**config.mk**
```make
export PLATFORM = sky130hd
export DESIGN_NAME = hsm_supervisor_flat
export DESIGN_NICKNAME = d
export VERILOG_FILES = /design/src/rtl/hsm_pkg.sv /design/src/rtl/hsm_link_if.sv /design/src/rtl/hsm_supervisor.sv /design/src/flat_wrapper.sv
export SDC_FILE = /design/constraint.sdc
export NUM_CORES = 1
export LEC_CHECK = 0
export BUFFER_PORTS_ARGS = -buffer_cell sky130_fd_sc_hd__buf_2
export CAP_MARGIN = 20
export CORE_MARGIN = 5
export CORE_UTILIZATION = 62
export CTS_CLUSTER_SIZE = 14
export DETAILED_ROUTE_END_ITERATION = 7
export PLACE_DENSITY = 0.81
export SYNTH_ARGS = -nofsm -noshare
export SYNTH_HDL_FRONTEND = slang
export SYNTH_SLANG_ARGS = --single-unit
```
**constraint.sdc**
```tcl
create_clock -name clock -period 5.2 [get_ports clock]
set_clock_uncertainty 0.15 [all_clocks]
set_input_delay 1.04 -clock clock [delete_from_list [all_inputs] [get_ports clock]]
set_output_delay 1.04 -clock clock [all_outputs]
set_load 0.01 [all_outputs]
```
**src/rtl/hsm_pkg.sv**
```systemverilog
// Shared constants and types for the redundant master pair supervisor
package hsm_pkg;
    // Redundancy states
    typedef enum logic [1:0] {
        RS_OFFLINE = 2'b00,
        RS_PASSIVE = 2'b01,
        RS_ACTIVE  = 2'b10
    } hsm_rstate_type;
    // Master operation modes
    typedef enum logic [1:0] {
        OM_OFFLINE = 2'b00,
        OM_STOP    = 2'b01,
        OM_CLEAR   = 2'b10,
        OM_OPERATE = 2'b11
    } hsm_opmode_type;
    // Host commands
    typedef enum logic [1:0] {
        CMD_NONE    = 2'b00,
        CMD_OFFLINE = 2'b01,
        CMD_STANDBY = 2'b10,
        CMD_PRIMARY = 2'b11
    } hsm_cmd_type;
    localparam int        CLK_HZ         = 20000000;
    localparam logic [6:0] ADDR_WRAP     = 7'h7D;
    localparam logic [6:0] ADDR_ZERO     = 7'h00;
    localparam int        TTO_BASE_SLOTS = 6;
    localparam int        TTO_ADDR_MULT  = 2;
    localparam int        POLL_MIN_MS    = 30;
    localparam int        POLL_RES_MS    = 5;
    localparam int        MARGIN_PCT     = 10;
    localparam int        CYC_PER_MS     = CLK_HZ / 1000;
    localparam logic [3:0] RETRY_DEF     = 4'h1;
endpackage : hsm_pkg

```
**src/rtl/hsm_link_if.sv**
```systemverilog
// Fieldbus link between the two redundant masters
`timescale 1ns/1ns
interface hsm_link_if;
    logic pingReq;
    logic pingRes;
    logic token;
    logic aActive;
    logic bActive;
    logic peerReq;
    logic peerRes;
    // Requests and answers run both ways so either end can be active
    modport master_a (output pingReq, output pingRes, output aActive,
                      input token, input bActive, input peerReq,
                      input peerRes);
    modport master_b (output token, output bActive, output peerReq,
                      output peerRes, input pingReq, input pingRes,
                      input aActive);
endinterface : hsm_link_if

```
**src/rtl/hsm_supervisor.sv**
```systemverilog
// Documented master end: redundancy state, addressing and ping supervision
//
// Summary of operation
// - Standby address is configured minus one, 0 wraps 125
// - Old active goes passive only after peer active
// - Primary address via bus controller reinit only
// - Becoming active clears passive indication bit
// - No reparameterising slaves already in data exchange
// - Flag host when image data valid after switchover
// - Primary to offline leaves bus at once
// - Passive stop pings; offline or unconnected silent
// - Passive refuses clear and operate modes
// - Active stop answers pings, no slave traffic
// - Active clear answers pings, reads inputs only
// - Active operate answers pings, full data exchange
// - Passive pings repeatedly, active answers each
// - Ping failure clears communication ok bit
// - One ping request per token hold
// - Resend after slot wait, retry limit, then fail
// - Reclaim token after six plus twice address slots
// - Active polls each period, clears ok if none
// - Poll period max of 30 ms, rotation plus 10%
// - Keep passive station address low
// - Slave watchdog must cover switchover time
// - Passive only monitors, never self-activates
// - First ping request sets communication ok bit
`timescale 1ns/1ns
module hsm_supervisor #(
    parameter logic [15:0] SLOT_CYC   = 16'h0032,
    parameter logic [3:0]  MAX_RETRY  = hsm_pkg::RETRY_DEF,
    parameter int          ROT_MS     = 50
) (
    // Clock and reset
    input  wire logic                   clock,
    input  wire logic                   nrst,
    // Link
    hsm_link_if.master_a                link,
    // Host command
    input  wire hsm_pkg::hsm_cmd_type   hostCmd,
    input  wire hsm_pkg::hsm_opmode_type hostMode,
    input  wire logic [6:0]             cfgAddr,
    // Bus controller
    output logic                        ctrlReinit,
    output logic [6:0]                  stationAddress,
    output logic                        slaveTraffic,
    output logic                        outputsEnable,
    input  wire logic                   slaveInDataState,
    output logic                        reparamEnable,
    input  wire logic                   imageValid,
    // Status
    output hsm_pkg::hsm_rstate_type     rstate,
    output hsm_pkg::hsm_opmode_type     opMode,
    output logic                        passiveIndicationBit,
    output logic                        commOk,
    output logic                        dataValidFlag
);
    localparam int POLL_RAW = ROT_MS + (ROT_MS * hsm_pkg::MARGIN_PCT) / 100;
    localparam int POLL_MX = (POLL_RAW > hsm_pkg::POLL_MIN_MS) ?
        POLL_RAW : hsm_pkg::POLL_MIN_MS;
    // Rounded up to timer resolution
    localparam int POLL_MS = ((POLL_MX + hsm_pkg::POLL_RES_MS - 1) /
        hsm_pkg::POLL_RES_MS) * hsm_pkg::POLL_RES_MS;
    localparam int POLL_CYC = POLL_MS * hsm_pkg::CYC_PER_MS;
    if (SLOT_CYC == 16'h0000 || MAX_RETRY == 4'h0 ||
        ROT_MS < 1) begin : g_bad_params
        $error("hsm_supervisor: bad parameters");
    end

    typedef struct packed {
        hsm_pkg::hsm_rstate_type  rs;
        hsm_pkg::hsm_opmode_type  om;
        logic [6:0]               addr;
        logic                     reinit;
        logic                     ok;
        logic                     seen;
        logic                     req;
        logic                     res;
        logic                     waiting;
        logic                     tokPrev;
        logic [3:0]               retries;
        logic [15:0]              slotCnt;
        logic [23:0]              reclaimCnt;
        logic [31:0]              pollCnt;
        logic                     pendPassive;
        logic                     dv;
    } hsm_state_type;
    hsm_state_type s_q, s_d;

    function automatic logic [6:0] standby_addr(input logic [6:0] a);
        return (a == hsm_pkg::ADDR_ZERO) ? hsm_pkg::ADDR_WRAP :
            7'(a - 7'h01);
    endfunction : standby_addr

    logic [23:0] reclaimLimit;
    assign reclaimLimit = 24'(hsm_pkg::TTO_BASE_SLOTS) * 24'(SLOT_CYC) +
        24'(hsm_pkg::TTO_ADDR_MULT) * 24'(s_q.addr) * 24'(SLOT_CYC);

    always_comb begin
        s_d        = s_q;
        s_d.req    = 1'b0;
        s_d.res    = 1'b0;
        s_d.reinit = 1'b0;
        s_d.tokPrev = link.token;
        // State changes only on command; no self activation
        unique case (hostCmd)
            hsm_pkg::CMD_OFFLINE: begin
                s_d.rs = hsm_pkg::RS_OFFLINE;
                s_d.om = hsm_pkg::OM_OFFLINE;
                s_d.pendPassive = 1'b0;
            end
            hsm_pkg::CMD_STANDBY: begin
                if (s_q.rs == hsm_pkg::RS_ACTIVE && !link.bActive) begin
                    s_d.pendPassive = 1'b1;
                end else begin
                    s_d.rs = hsm_pkg::RS_PASSIVE;
                    s_d.om = hsm_pkg::OM_STOP;
                    s_d.addr = standby_addr(cfgAddr);
                end
            end
            hsm_pkg::CMD_PRIMARY: begin
                if (s_q.rs != hsm_pkg::RS_ACTIVE) begin
                    s_d.rs = hsm_pkg::RS_ACTIVE;
                    s_d.addr = cfgAddr;
                    s_d.reinit = 1'b1;
                    s_d.dv = 1'b0;
                    s_d.ok = 1'b0;
                    s_d.seen = 1'b0;
                    s_d.pollCnt = '0;
                end
                s_d.pendPassive = 1'b0;
            end
            hsm_pkg::CMD_NONE: begin
                if (s_q.pendPassive && link.bActive) begin
                    s_d.rs = hsm_pkg::RS_PASSIVE;
                    s_d.om = hsm_pkg::OM_STOP;
                    s_d.addr = standby_addr(cfgAddr);
                    s_d.pendPassive = 1'b0;
                end
            end
        endcase
        // Mode requests; passive is held in stop
        if (s_d.rs == hsm_pkg::RS_ACTIVE && hostMode != hsm_pkg::OM_OFFLINE)
            s_d.om = hostMode;
        else if (s_d.rs == hsm_pkg::RS_PASSIVE && s_d.om != hsm_pkg::OM_STOP)
            s_d.om = hsm_pkg::OM_STOP;
        if (s_q.rs == hsm_pkg::RS_ACTIVE && imageValid)
            s_d.dv = 1'b1;
        // Passive ping sequence
        if (s_q.rs == hsm_pkg::RS_PASSIVE && s_q.om == hsm_pkg::OM_STOP) begin
            if (link.token && !s_q.tokPrev && !s_q.waiting) begin
                s_d.req = 1'b1;
                s_d.waiting = 1'b1;
                s_d.slotCnt = '0;
                s_d.retries = '0;
            end else if (s_q.waiting) begin
                if (link.peerRes) begin
                    s_d.waiting = 1'b0;
                    s_d.ok = 1'b1;
                end else if (s_q.slotCnt == SLOT_CYC - 16'h0001) begin
                    s_d.slotCnt = '0;
                    if (s_q.retries == MAX_RETRY) begin
                        s_d.ok = 1'b0;
                        s_d.waiting = 1'b0;
                    end else begin
                        s_d.req = 1'b1;
                        s_d.retries = 4'(s_q.retries + 4'h1);
                    end
                end else begin
                    s_d.slotCnt = 16'(s_q.slotCnt + 16'h0001);
                end
            end
            // Token held by silent active: reclaim and ping
            if (!link.token && !s_q.waiting) begin
                if (s_q.reclaimCnt >= reclaimLimit) begin
                    s_d.reclaimCnt = '0;
                    s_d.req = 1'b1;
                    s_d.waiting = 1'b1;
                    s_d.slotCnt = '0;
                    s_d.retries = '0;
                end else begin
                    s_d.reclaimCnt = 24'(s_q.reclaimCnt + 24'h000001);
                end
            end else begin
                s_d.reclaimCnt = '0;
            end
        end else begin
            s_d.waiting = 1'b0;
            s_d.reclaimCnt = '0;
        end
        // Active side answers and polls
        if (s_q.rs == hsm_pkg::RS_ACTIVE && s_q.om != hsm_pkg::OM_OFFLINE) begin
            if (link.peerReq) begin
                s_d.res = 1'b1;
                s_d.seen = 1'b1;
                s_d.ok = 1'b1;
            end
            if (s_q.pollCnt == 32'(POLL_CYC - 1)) begin
                s_d.pollCnt = '0;
                if (!s_q.seen && !link.peerReq)
                    s_d.ok = 1'b0;
                s_d.seen = link.peerReq; // Set wins over clear
            end else begin
                s_d.pollCnt = 32'(s_q.pollCnt + 32'h1);
            end
        end
    end

    always_ff @(posedge clock or negedge nrst) begin
        if (!nrst) begin
            s_q <= '0;
        end else begin
            s_q <= s_d;
        end
    end

    logic act;
    assign act = s_q.rs == hsm_pkg::RS_ACTIVE;
    assign link.pingReq = s_q.req;
    assign link.pingRes = s_q.res;
    assign link.aActive = act;
    assign rstate = s_q.rs;
    assign opMode = s_q.om;
    assign stationAddress = s_q.addr;
    assign ctrlReinit = s_q.reinit;
    assign passiveIndicationBit = !act;
    assign commOk = s_q.ok;
    assign dataValidFlag = s_q.dv;
    assign slaveTraffic = act && (s_q.om == hsm_pkg::OM_CLEAR ||
        s_q.om == hsm_pkg::OM_OPERATE);
    assign outputsEnable = act && s_q.om == hsm_pkg::OM_OPERATE;
    assign reparamEnable = slaveTraffic && !slaveInDataState;
endmodule : hsm_supervisor

```
**src/flat_wrapper.sv**
```systemverilog
// flat-port wrapper written by rule: the top's interface ports become plain ports
module hsm_supervisor_flat 
#(
    parameter logic [15:0] SLOT_CYC   = 16'h0032,
    parameter logic [3:0]  MAX_RETRY  = hsm_pkg::RETRY_DEF,
    parameter int          ROT_MS     = 50
)
  (clock, nrst, hostCmd, hostMode, cfgAddr, ctrlReinit, stationAddress, slaveTraffic, outputsEnable, slaveInDataState, reparamEnable, imageValid, rstate, opMode, passiveIndicationBit, commOk, dataValidFlag, link_pingReq, link_pingRes, link_aActive, link_token, link_bActive, link_peerReq, link_peerRes);
  hsm_link_if link_i ();
  input  wire logic clock;
  input  wire logic nrst;
  input  wire hsm_pkg::hsm_cmd_type hostCmd;
  input  wire hsm_pkg::hsm_opmode_type hostMode;
  input  wire logic [6:0] cfgAddr;
  output logic ctrlReinit;
  output logic [6:0] stationAddress;
  output logic slaveTraffic;
  output logic outputsEnable;
  input  wire logic slaveInDataState;
  output logic reparamEnable;
  input  wire logic imageValid;
  output hsm_pkg::hsm_rstate_type rstate;
  output hsm_pkg::hsm_opmode_type opMode;
  output logic passiveIndicationBit;
  output logic commOk;
  output logic dataValidFlag;
  output wire logic [$bits(link_i.pingReq)-1:0] link_pingReq;
  output wire logic [$bits(link_i.pingRes)-1:0] link_pingRes;
  output wire logic [$bits(link_i.aActive)-1:0] link_aActive;
  input wire logic [$bits(link_i.token)-1:0] link_token;
  input wire logic [$bits(link_i.bActive)-1:0] link_bActive;
  input wire logic [$bits(link_i.peerReq)-1:0] link_peerReq;
  input wire logic [$bits(link_i.peerRes)-1:0] link_peerRes;
  assign link_pingReq = link_i.pingReq;
  assign link_pingRes = link_i.pingRes;
  assign link_aActive = link_i.aActive;
  assign link_i.token = link_token;
  assign link_i.bActive = link_bActive;
  assign link_i.peerReq = link_peerReq;
  assign link_i.peerRes = link_peerRes;
  hsm_supervisor #(.SLOT_CYC(SLOT_CYC), .MAX_RETRY(MAX_RETRY), .ROT_MS(ROT_MS)) u_core (.clock(clock), .nrst(nrst), .link(link_i), .hostCmd(hostCmd), .hostMode(hostMode), .cfgAddr(cfgAddr), .ctrlReinit(ctrlReinit), .stationAddress(stationAddress), .slaveTraffic(slaveTraffic), .outputsEnable(outputsEnable), .slaveInDataState(slaveInDataState), .reparamEnable(reparamEnable), .imageValid(imageValid), .rstate(rstate), .opMode(opMode), .passiveIndicationBit(passiveIndicationBit), .commOk(commOk), .dataValidFlag(dataValidFlag));
endmodule
```
==> flow_summary_export.csv, run 1 <==
group,metric,value,unit
worst_setup_path,critical_path.top_delay_family,"compound AO/OA/AOI/OAI gates",
global_routing,grt_start_max_net_pins,57,
drt,routed-via-count,5811,
clock_tree,root_driver,"sky130_fd_sc_hd__clkbuf_8",
min_path,hold_depth,2,
clock_tree,cts_htree_levels,3,
timing,clock.fmax,0.200,GHz
floorplan,core,10700,um^2
timing,final.hold.worst_slack,0.366,ns
placed_design,numPlacedInstances,889,
clock_tree,clk_pin_slew,0.09,ns
worst_setup_path,critical_path_peak_fanout,7,
timing,finalSetupViolations,0,
clock_tree,cts_setup_buffers,0,
logic_synthesis,ys.warnings.count,0,
floorplan,row_count,38,
worst_setup_path,cpMaxStageDelayCell,"sky130_fd_sc_hd__o31ai_2",
floorplan,chipWidth,114,um
logic_synthesis,postSynthAreaPerCell,9.13,um^2
cells_and_area,final_cell_count_no_fill,907,
min_path,hold_class,"flip-flop to flip-flop",
power_and_ir_drop,pwr_density_cell,292,nW/um^2
clock_tree,insertion_delay,0.38,ns
placed_design,dpl.hpwl,10.9,mm
worst_setup_path,count_of_buffering_cells_on_the_critical_path_with_inverters_included,0,
logic_synthesis,ys_dominant_reg_cell,"sky130_fd_sc_hd__dfrtp_1",
cells_and_area,final_layout_size_suffix_gt1_frac,0.117,
timing,min_period,5.01,ns
power_and_ir_drop,cellLeakagePower,3.24,nW
logic_synthesis,ys_ff_latch,96,
global_routing,all_layer_global_routing_usage,0.244,
logic_synthesis,synth.distinct_cells,72,
power_and_ir_drop,ir_worst_vdd,0.227,mV
worst_setup_path,worstSetupPathType,"flip-flop to flip-flop",
logic_synthesis,syn_area,6760,um^2
floorplan,initial_utilization,0.629,
cells_and_area,final_area,7240,um^2
logic_synthesis,post_synth_inst_count,740,
worst_setup_path,cp_num_cells,15,
worst_setup_path,path_cells,"ha_1 -> ha_1 -> fa_1 -> ha_1 -> nor2b_1 -> o31a_1 -> o211ai_1 -> nand4_1 -> xor2_1 -> ha_1 -> a21o_1 -> a211oi_4 -> o211ai_4 -> o31ai_2 -> a31o_2",
global_routing,grt_remaining_overflow,0,
floorplan,floorplan.die.height,114,um
logic_synthesis,synth-edff-count,0,
clock_tree,tritoncts,"yes",
drt,detail-route-antenna-nets,0,
clock_tree,clock-sinks,96,
cells_and_area,mostFrequentLayoutCells,"sky130_fd_sc_hd__dfrtp_1 (96), sky130_fd_sc_hd__nand2_1 (55), sky130_fd_sc_hd__ha_1 (52)",
worst_setup_path,critPathArrivalTime,5.18,ns
drt,detail_route.vias_per_cell,6.41,
cells_and_area,antenna_cells,0,
worst_setup_path,cp-end-kind,"flip-flop",
timing,worst_slew_pin_slew,1.01,ns
timing,min_period_over_period,0.963,
run_status,status,"finished clean",
placed_design,dpl_cell_area,7000,um^2
drt,detailedRoute.firstPassIterationCount,5,
floorplan,ios,40,
cells_and_area,layout-area-overhead-vs-synth,7.05,%
global_routing,global_route_wire_length_before_repair,26.2,mm
clock_tree,tritoncts.num_buffers,9,
logic_synthesis,asyncSetResetFlopFracSynth,1.00,
timing,hold_violations,0,
clock_tree,max-clock-path-buffers,2,
worst_setup_path,reg2reg_depth,15,
run,max_cap_viol_count,0,
global_routing,number_of_global_route_vias_before_repair,5520,
cells_and_area,leading_cell_type_in_the_layout_fill_and_taps_excluded,"sky130_fd_sc_hd__dfrtp_1",
cells_and_area,number_of_nets_at_the_end_of_the_flow,835,
worst_setup_path,cpMostUsedCell,"sky130_fd_sc_hd__ha_1",
global_routing,antenna_violations_before_repair,0,
drt,routed_wire_length_per_instance,17.1,um
timing,slew-limit-headroom,0.323,
drt,drt_iter0_markers,498,
drt,drc,0,
placed_design,buffer_ports.inserted,39,
logic_synthesis,seq_area_frac_synth,0.355,
drt,total_routed_length,15.5,mm
worst_setup_path,timing.critical_path.slowest_cell_delay,0.55,ns
timing,maxSlewViolCount,0,
worst_setup_path,critPathRequiredTime,5.38,ns
cells_and_area,fin_util,0.673,
worst_setup_path,crit_start_category,"flip-flop",
floorplan,fp.dieArea,13100,um^2
placed_design,gp_congestion,0.920,
-- synthesized netlist by cell type, drive strengths merged (3+ instances only) --
cell / number / area (um^2)
nor3: 23 / 115
xor2: 14 / 123
buf: 15 / 108
a21o: 14 / 105
a32o: 9 / 90.1
nand4b: 4 / 35.0
nand3: 30 / 150
nand2b: 10 / 62.6
dfrtp: 96 / 2400
o21ai: 23 / 115
nor4b: 6 / 52.6
nor3b: 9 / 67.6
a31oi: 5 / 31.3
o21a: 18 / 135
a21oi: 31 / 155
ha: 52 / 651
nor4: 23 / 150
nor4bb: 3 / 30.0
clkbuf: 27 / 101
o31ai: 6 / 50.1
nand2: 55 / 206
and4: 9 / 78.8
nand4: 16 / 100
o22ai: 3 / 18.8
or3: 6 / 37.5
and2: 5 / 31.3
a211oi: 10 / 100
nor2: 50 / 188
inv: 32 / 120
and4b: 3 / 30.0
o311ai: 14 / 123
a31o: 10 / 87.6
xnor2: 20 / 175
a211o: 3 / 26.3
o211ai: 14 / 119
or4: 4 / 33.8
and3: 13 / 81.3
nor2b: 12 / 75.1
a22o: 13 / 114
-- per-layer routing --
metal,part of all wire,GRT usage
met5,0,0
met4,0.017,0.0879
met3,0.038,0.0386
met2,0.48,0.395
met1,0.46,0.332
-- worst min-delay path: cells and delay by family (launching register included) --
kind               cells  cell delay (ns)
and+or+nand+nor        1             0.08
DFF                    1             0.36
AOI/OAI and AO/OA      1             0.04
-- report_power, final --
part,switching [W],leakage (nW),total [W],internal [W]
clock,0.000266,0.0992,0.000478,0.000211
sequential,0.0000463,1.27,0.000828,0.000781
combinational,0.000467,1.86,0.000806,0.000339
-- registers in the layout, indices dropped and copies added, names as in the netlist --
signal / flops
u_core.rstate: 2
u_core.stationAddress: 7
u_core.opMode: 2
u_core.s_q: 80
u_core.ctrlReinit: 1
u_core.commOk: 1
u_core.link.pingReq: 1
u_core.link.pingRes: 1
u_core.dataValidFlag: 1
-- logic make-up (layout without fill, tap and decap cells) --
group | count (synthesis) | count (layout) | synth area share
muxes | 3 | 3 | 0.00481
and+or+nand+nor | 289 | 289 | 0.236
other | 1 | 8 | 0.000555
DFF | 96 | 96 | 0.355
adders and majority gates | 54 | 54 | 0.102
AOI/OAI and AO/OA | 189 | 189 | 0.209
xor gates and xnor gates | 34 | 34 | 0.0441
buffers and inverters | 74 | 94 | 0.0487
-- metrics by stage --
step	setup TNS (ns)	worst slack, ns	total power (W)
after global routing	-0.00204	-0.00204	0.00226
final	0	0.190	0.00211
after floorplan	0	0.587	0.00143
after detailed placement	0	0.0906	0.00159
after CTS	0	0.0735	0.00207
after global placement	0	0.358	0.00156
-- layout make-up --
type / instances / area (um^2)
fillers: 864 / 3510
repair buffers: 46 / 250
well taps: 140 / 175
multi-input cells: 577 / 4100
clock inverters: 3 / 15.0
clock buffers: 13 / 169
inverters: 32 / 120
flip-flops and latches: 96 / 2400
-- path summary, 6_finish.rpt --
path	from	to	slack, ns
setup reg to reg	u_core.stationAddress[2]	u_core.s_q[76]	0.19
hold reg to reg	u_core.dataValidFlag	u_core.dataValidFlag	0.37
hold / removal	u_core.dataValidFlag	u_core.dataValidFlag	0.37
max in group asynchronous	nrst	u_core.s_q[4]	3.36
setup / recovery	u_core.stationAddress[2]	u_core.s_q[76]	0.19
min in group asynchronous	nrst	u_core.s_q[65]	0.56
-- what timing repair did --
item,4_1_cts,5_1_grt
hold buffers,0,0
endpoints found under the setup margin,0,37
gates resized for setup,0,7
Power figures use the tool's default switching activity.
==> run 2, diff against run 1 <==
--- a/config.mk
+++ b/config.mk
@@ -11,6 +11,7 @@
 export CORE_UTILIZATION = 62
 export CTS_CLUSTER_SIZE = 14
 export DETAILED_ROUTE_END_ITERATION = 7
+export MAX_ROUTING_LAYER = met4
 export PLACE_DENSITY = 0.81
 export SYNTH_ARGS = -nofsm -noshare
 export SYNTH_HDL_FRONTEND = slang
==> flow_summary_export.csv, run 2 (synthesis gave the netlist of run 1 again) <==
group,metric,value,unit
cells_and_area,antenna_cells,0,
cells_and_area,final_area,7240,um^2
power_and_ir_drop,power_report.internal_total,0.00133,W
floorplan,ios,40,
power_and_ir_drop,ir_worst_vdd,0.199,mV
worst_setup_path,count_of_buffering_cells_on_the_critical_path_with_inverters_included,0,
worst_setup_path,critical_path.top_delay_family,"compound AO/OA/AOI/OAI gates",
clock_tree,insertion_delay,0.38,ns
cells_and_area,largest_register_ffs,80,
timing,finalSetupViolations,0,
power_and_ir_drop,netSwitchingPower,0.000805,W
drt,total_routed_length,15.5,mm
floorplan,row_count,38,
global_routing,grt_start_max_net_pins,64,
worst_setup_path,cpMaxStageDelayCell,"sky130_fd_sc_hd__a211oi_4",
global_routing,number_of_global_route_vias_before_repair,5551,
worst_setup_path,cpMostUsedCell,"sky130_fd_sc_hd__ha_1",
placed_design,dpl_cell_area,7000,um^2
cells_and_area,mostFrequentLayoutCells,"sky130_fd_sc_hd__dfrtp_1 (96), sky130_fd_sc_hd__nand2_1 (55), sky130_fd_sc_hd__ha_1 (52)",
clock_tree,max-clock-path-buffers,2,
timing,min_period_over_period,0.964,
cells_and_area,max_flop_register,"u_core.s_q",
floorplan,core,10700,um^2
worst_setup_path,timing.critical_path.slowest_cell_delay,0.52,ns
run_status,status,"finished clean",
power_and_ir_drop,seq_power_share,0.388,
global_routing,global_route_wire_length_before_repair,25.9,mm
drt,drt_iter0_markers,400,
timing,min_period,5.01,ns
placed_design,numPlacedInstances,889,
clock_tree,cts_htree_levels,3,
worst_setup_path,reg2reg_from,"u_core.stationAddress[2]",
clock_tree,tritoncts.num_buffers,9,
drt,routed-via-count,5855,
worst_setup_path,critPathArrivalTime,5.18,ns
floorplan,chipWidth,114,um
floorplan,initial_utilization,0.629,
placed_design,dpl.hpwl,11.0,mm
power_and_ir_drop,cellLeakagePower,3.24,nW
timing,maxSlewViolCount,0,
worst_setup_path,r2r_setup_slack,0.19,ns
timing,worst_slew_pin_slew,1.08,ns
cells_and_area,leading_cell_type_in_the_layout_fill_and_taps_excluded,"sky130_fd_sc_hd__dfrtp_1",
power_and_ir_drop,clkPwrFrac,0.233,
run,max_cap_viol_count,0,
drt,drc,0,
global_routing,all_layer_global_routing_usage,0.246,
clock_tree,root_driver,"sky130_fd_sc_hd__clkbuf_8",
clock_tree,holdBufCountCts,0,
global_routing,antenna_violations_before_repair,0,
timing,hold_violations,0,
timing,clock.fmax,0.200,GHz
worst_setup_path,path_cells,"ha_1 -> ha_1 -> fa_1 -> ha_1 -> nor2b_1 -> o31a_1 -> o211ai_1 -> nand4_1 -> xor2_1 -> ha_1 -> a21o_1 -> a211oi_4 -> o211ai_4 -> a211oi_4 -> a32o_1",
clock_tree,tritoncts,"yes",
clock_tree,clk_pin_slew,0.11,ns
cells_and_area,layout-area-overhead-vs-synth,7.18,%
min_path,holdCritStartpoint,"u_core.dataValidFlag",
worst_setup_path,critical_path_peak_fanout,10,
drt,detail-route-antenna-nets,0,
power_and_ir_drop,total_power,0.00213,W
placed_design,gp_congestion,0.920,
global_routing,grt_remaining_overflow,0,
cells_and_area,fin_util,0.674,
timing,slew-limit-headroom,0.275,
cells_and_area,final_layout_size_suffix_gt1_frac,0.117,
drt,detail_route.vias_per_cell,6.45,
clock_tree,clock-sinks,96,
worst_setup_path,worstSetupPathType,"flip-flop to flip-flop",
cells_and_area,final_cell_count_no_fill,908,
power_and_ir_drop,pwr_density_cell,294,nW/um^2
drt,detailedRoute.firstPassIterationCount,5,
cells_and_area,number_of_nets_at_the_end_of_the_flow,836,
worst_setup_path,cp-end-kind,"flip-flop",
power_and_ir_drop,combPwrFrac,0.379,
placed_design,buffer_ports.inserted,39,
power_and_ir_drop,switching_share,0.378,
worst_setup_path,critPathRequiredTime,5.37,ns
worst_setup_path,crit_start_category,"flip-flop",
cells_and_area,num-fill-cells,864,
drt,routed_wire_length_per_instance,17.0,um
min_path,hold_class,"flip-flop to flip-flop",
worst_setup_path,timing.critical_path.from,"u_core.stationAddress[2]",
timing,setup-tns-final,0,ns
floorplan,fp.dieArea,13100,um^2
floorplan,floorplan.die.height,114,um
-- run 2: metrics by stage --
step,setup slack [ns],hold slack (ns)
after floorplan,0.587,0.333
after global placement,0.355,0.329
after detailed placement,0.199,0.336
after CTS,0.164,0.361
after global routing,-0.0906,0.392
final,0.188,0.353
-- run 2: final timing paths --
check | to | cells past startpoint
max | u_core.s_q[67] | 15
min | u_core.dataValidFlag | 2
max reg2reg | u_core.s_q[67] | 15
min reg2reg | u_core.dataValidFlag | 2
max in group asynchronous | u_core.s_q[16] | 2
min in group asynchronous | u_core.s_q[40] | 1
-- run 2: timing repair --
| action | CTS | global route |
|---|---|---|
| resized for setup | 0 | 6 |
| setup buffers | 0 | 2 |
| setup endpoints to repair | 0 | 38 |
| hold endpoints to repair | 0 | 0 |
-- run 2: power by group through the flow --
stage	Sequential [W]	Clock (W)	Combinational (W)
final	0.000827	0.000497	0.000808
after global routing	0.000834	0.000540	0.000920
after CTS	0.000826	0.000505	0.000762
after detailed placement	0.000841	0	0.000754
after global placement	0.000838	0	0.000724
after floorplan	0.000831	0	0.000598
-- run 2: routing by layer --
layer / vias to the layer above / global-route usage / part of all wire
met5: - / - / 0
met4: 0 / 0.0816 / 0.016
met3: 21 / 0.0317 / 0.043
met2: 179 / 0.392 / 0.49
met1: 2850 / 0.328 / 0.45
li1: 2805 / - / -
-- run 2: worst reg2reg max path: cells and delay by family (launching register included) --
kind | cells | cell delay, ns
AOI/OAI and AO/OA | 7 | 1.99
xor gates and xnor gates | 1 | 0.18
adders and majority gates | 5 | 1.79
DFF | 1 | 0.47
and+or+nand+nor | 2 | 0.37
-- run 2: cell type report --
cell class | instances | area, um^2 | area share
multi-input cells | 577 | 4090 | 0.565
flip-flops and latches | 96 | 2400 | 0.332
repair buffers | 47 | 258 | 0.0356
well taps | 140 | 175 | 0.0242
clock buffers | 10 | 138 | 0.0190
inverters | 32 | 120 | 0.0166
clock inverters | 6 | 57.6 | 0.00794
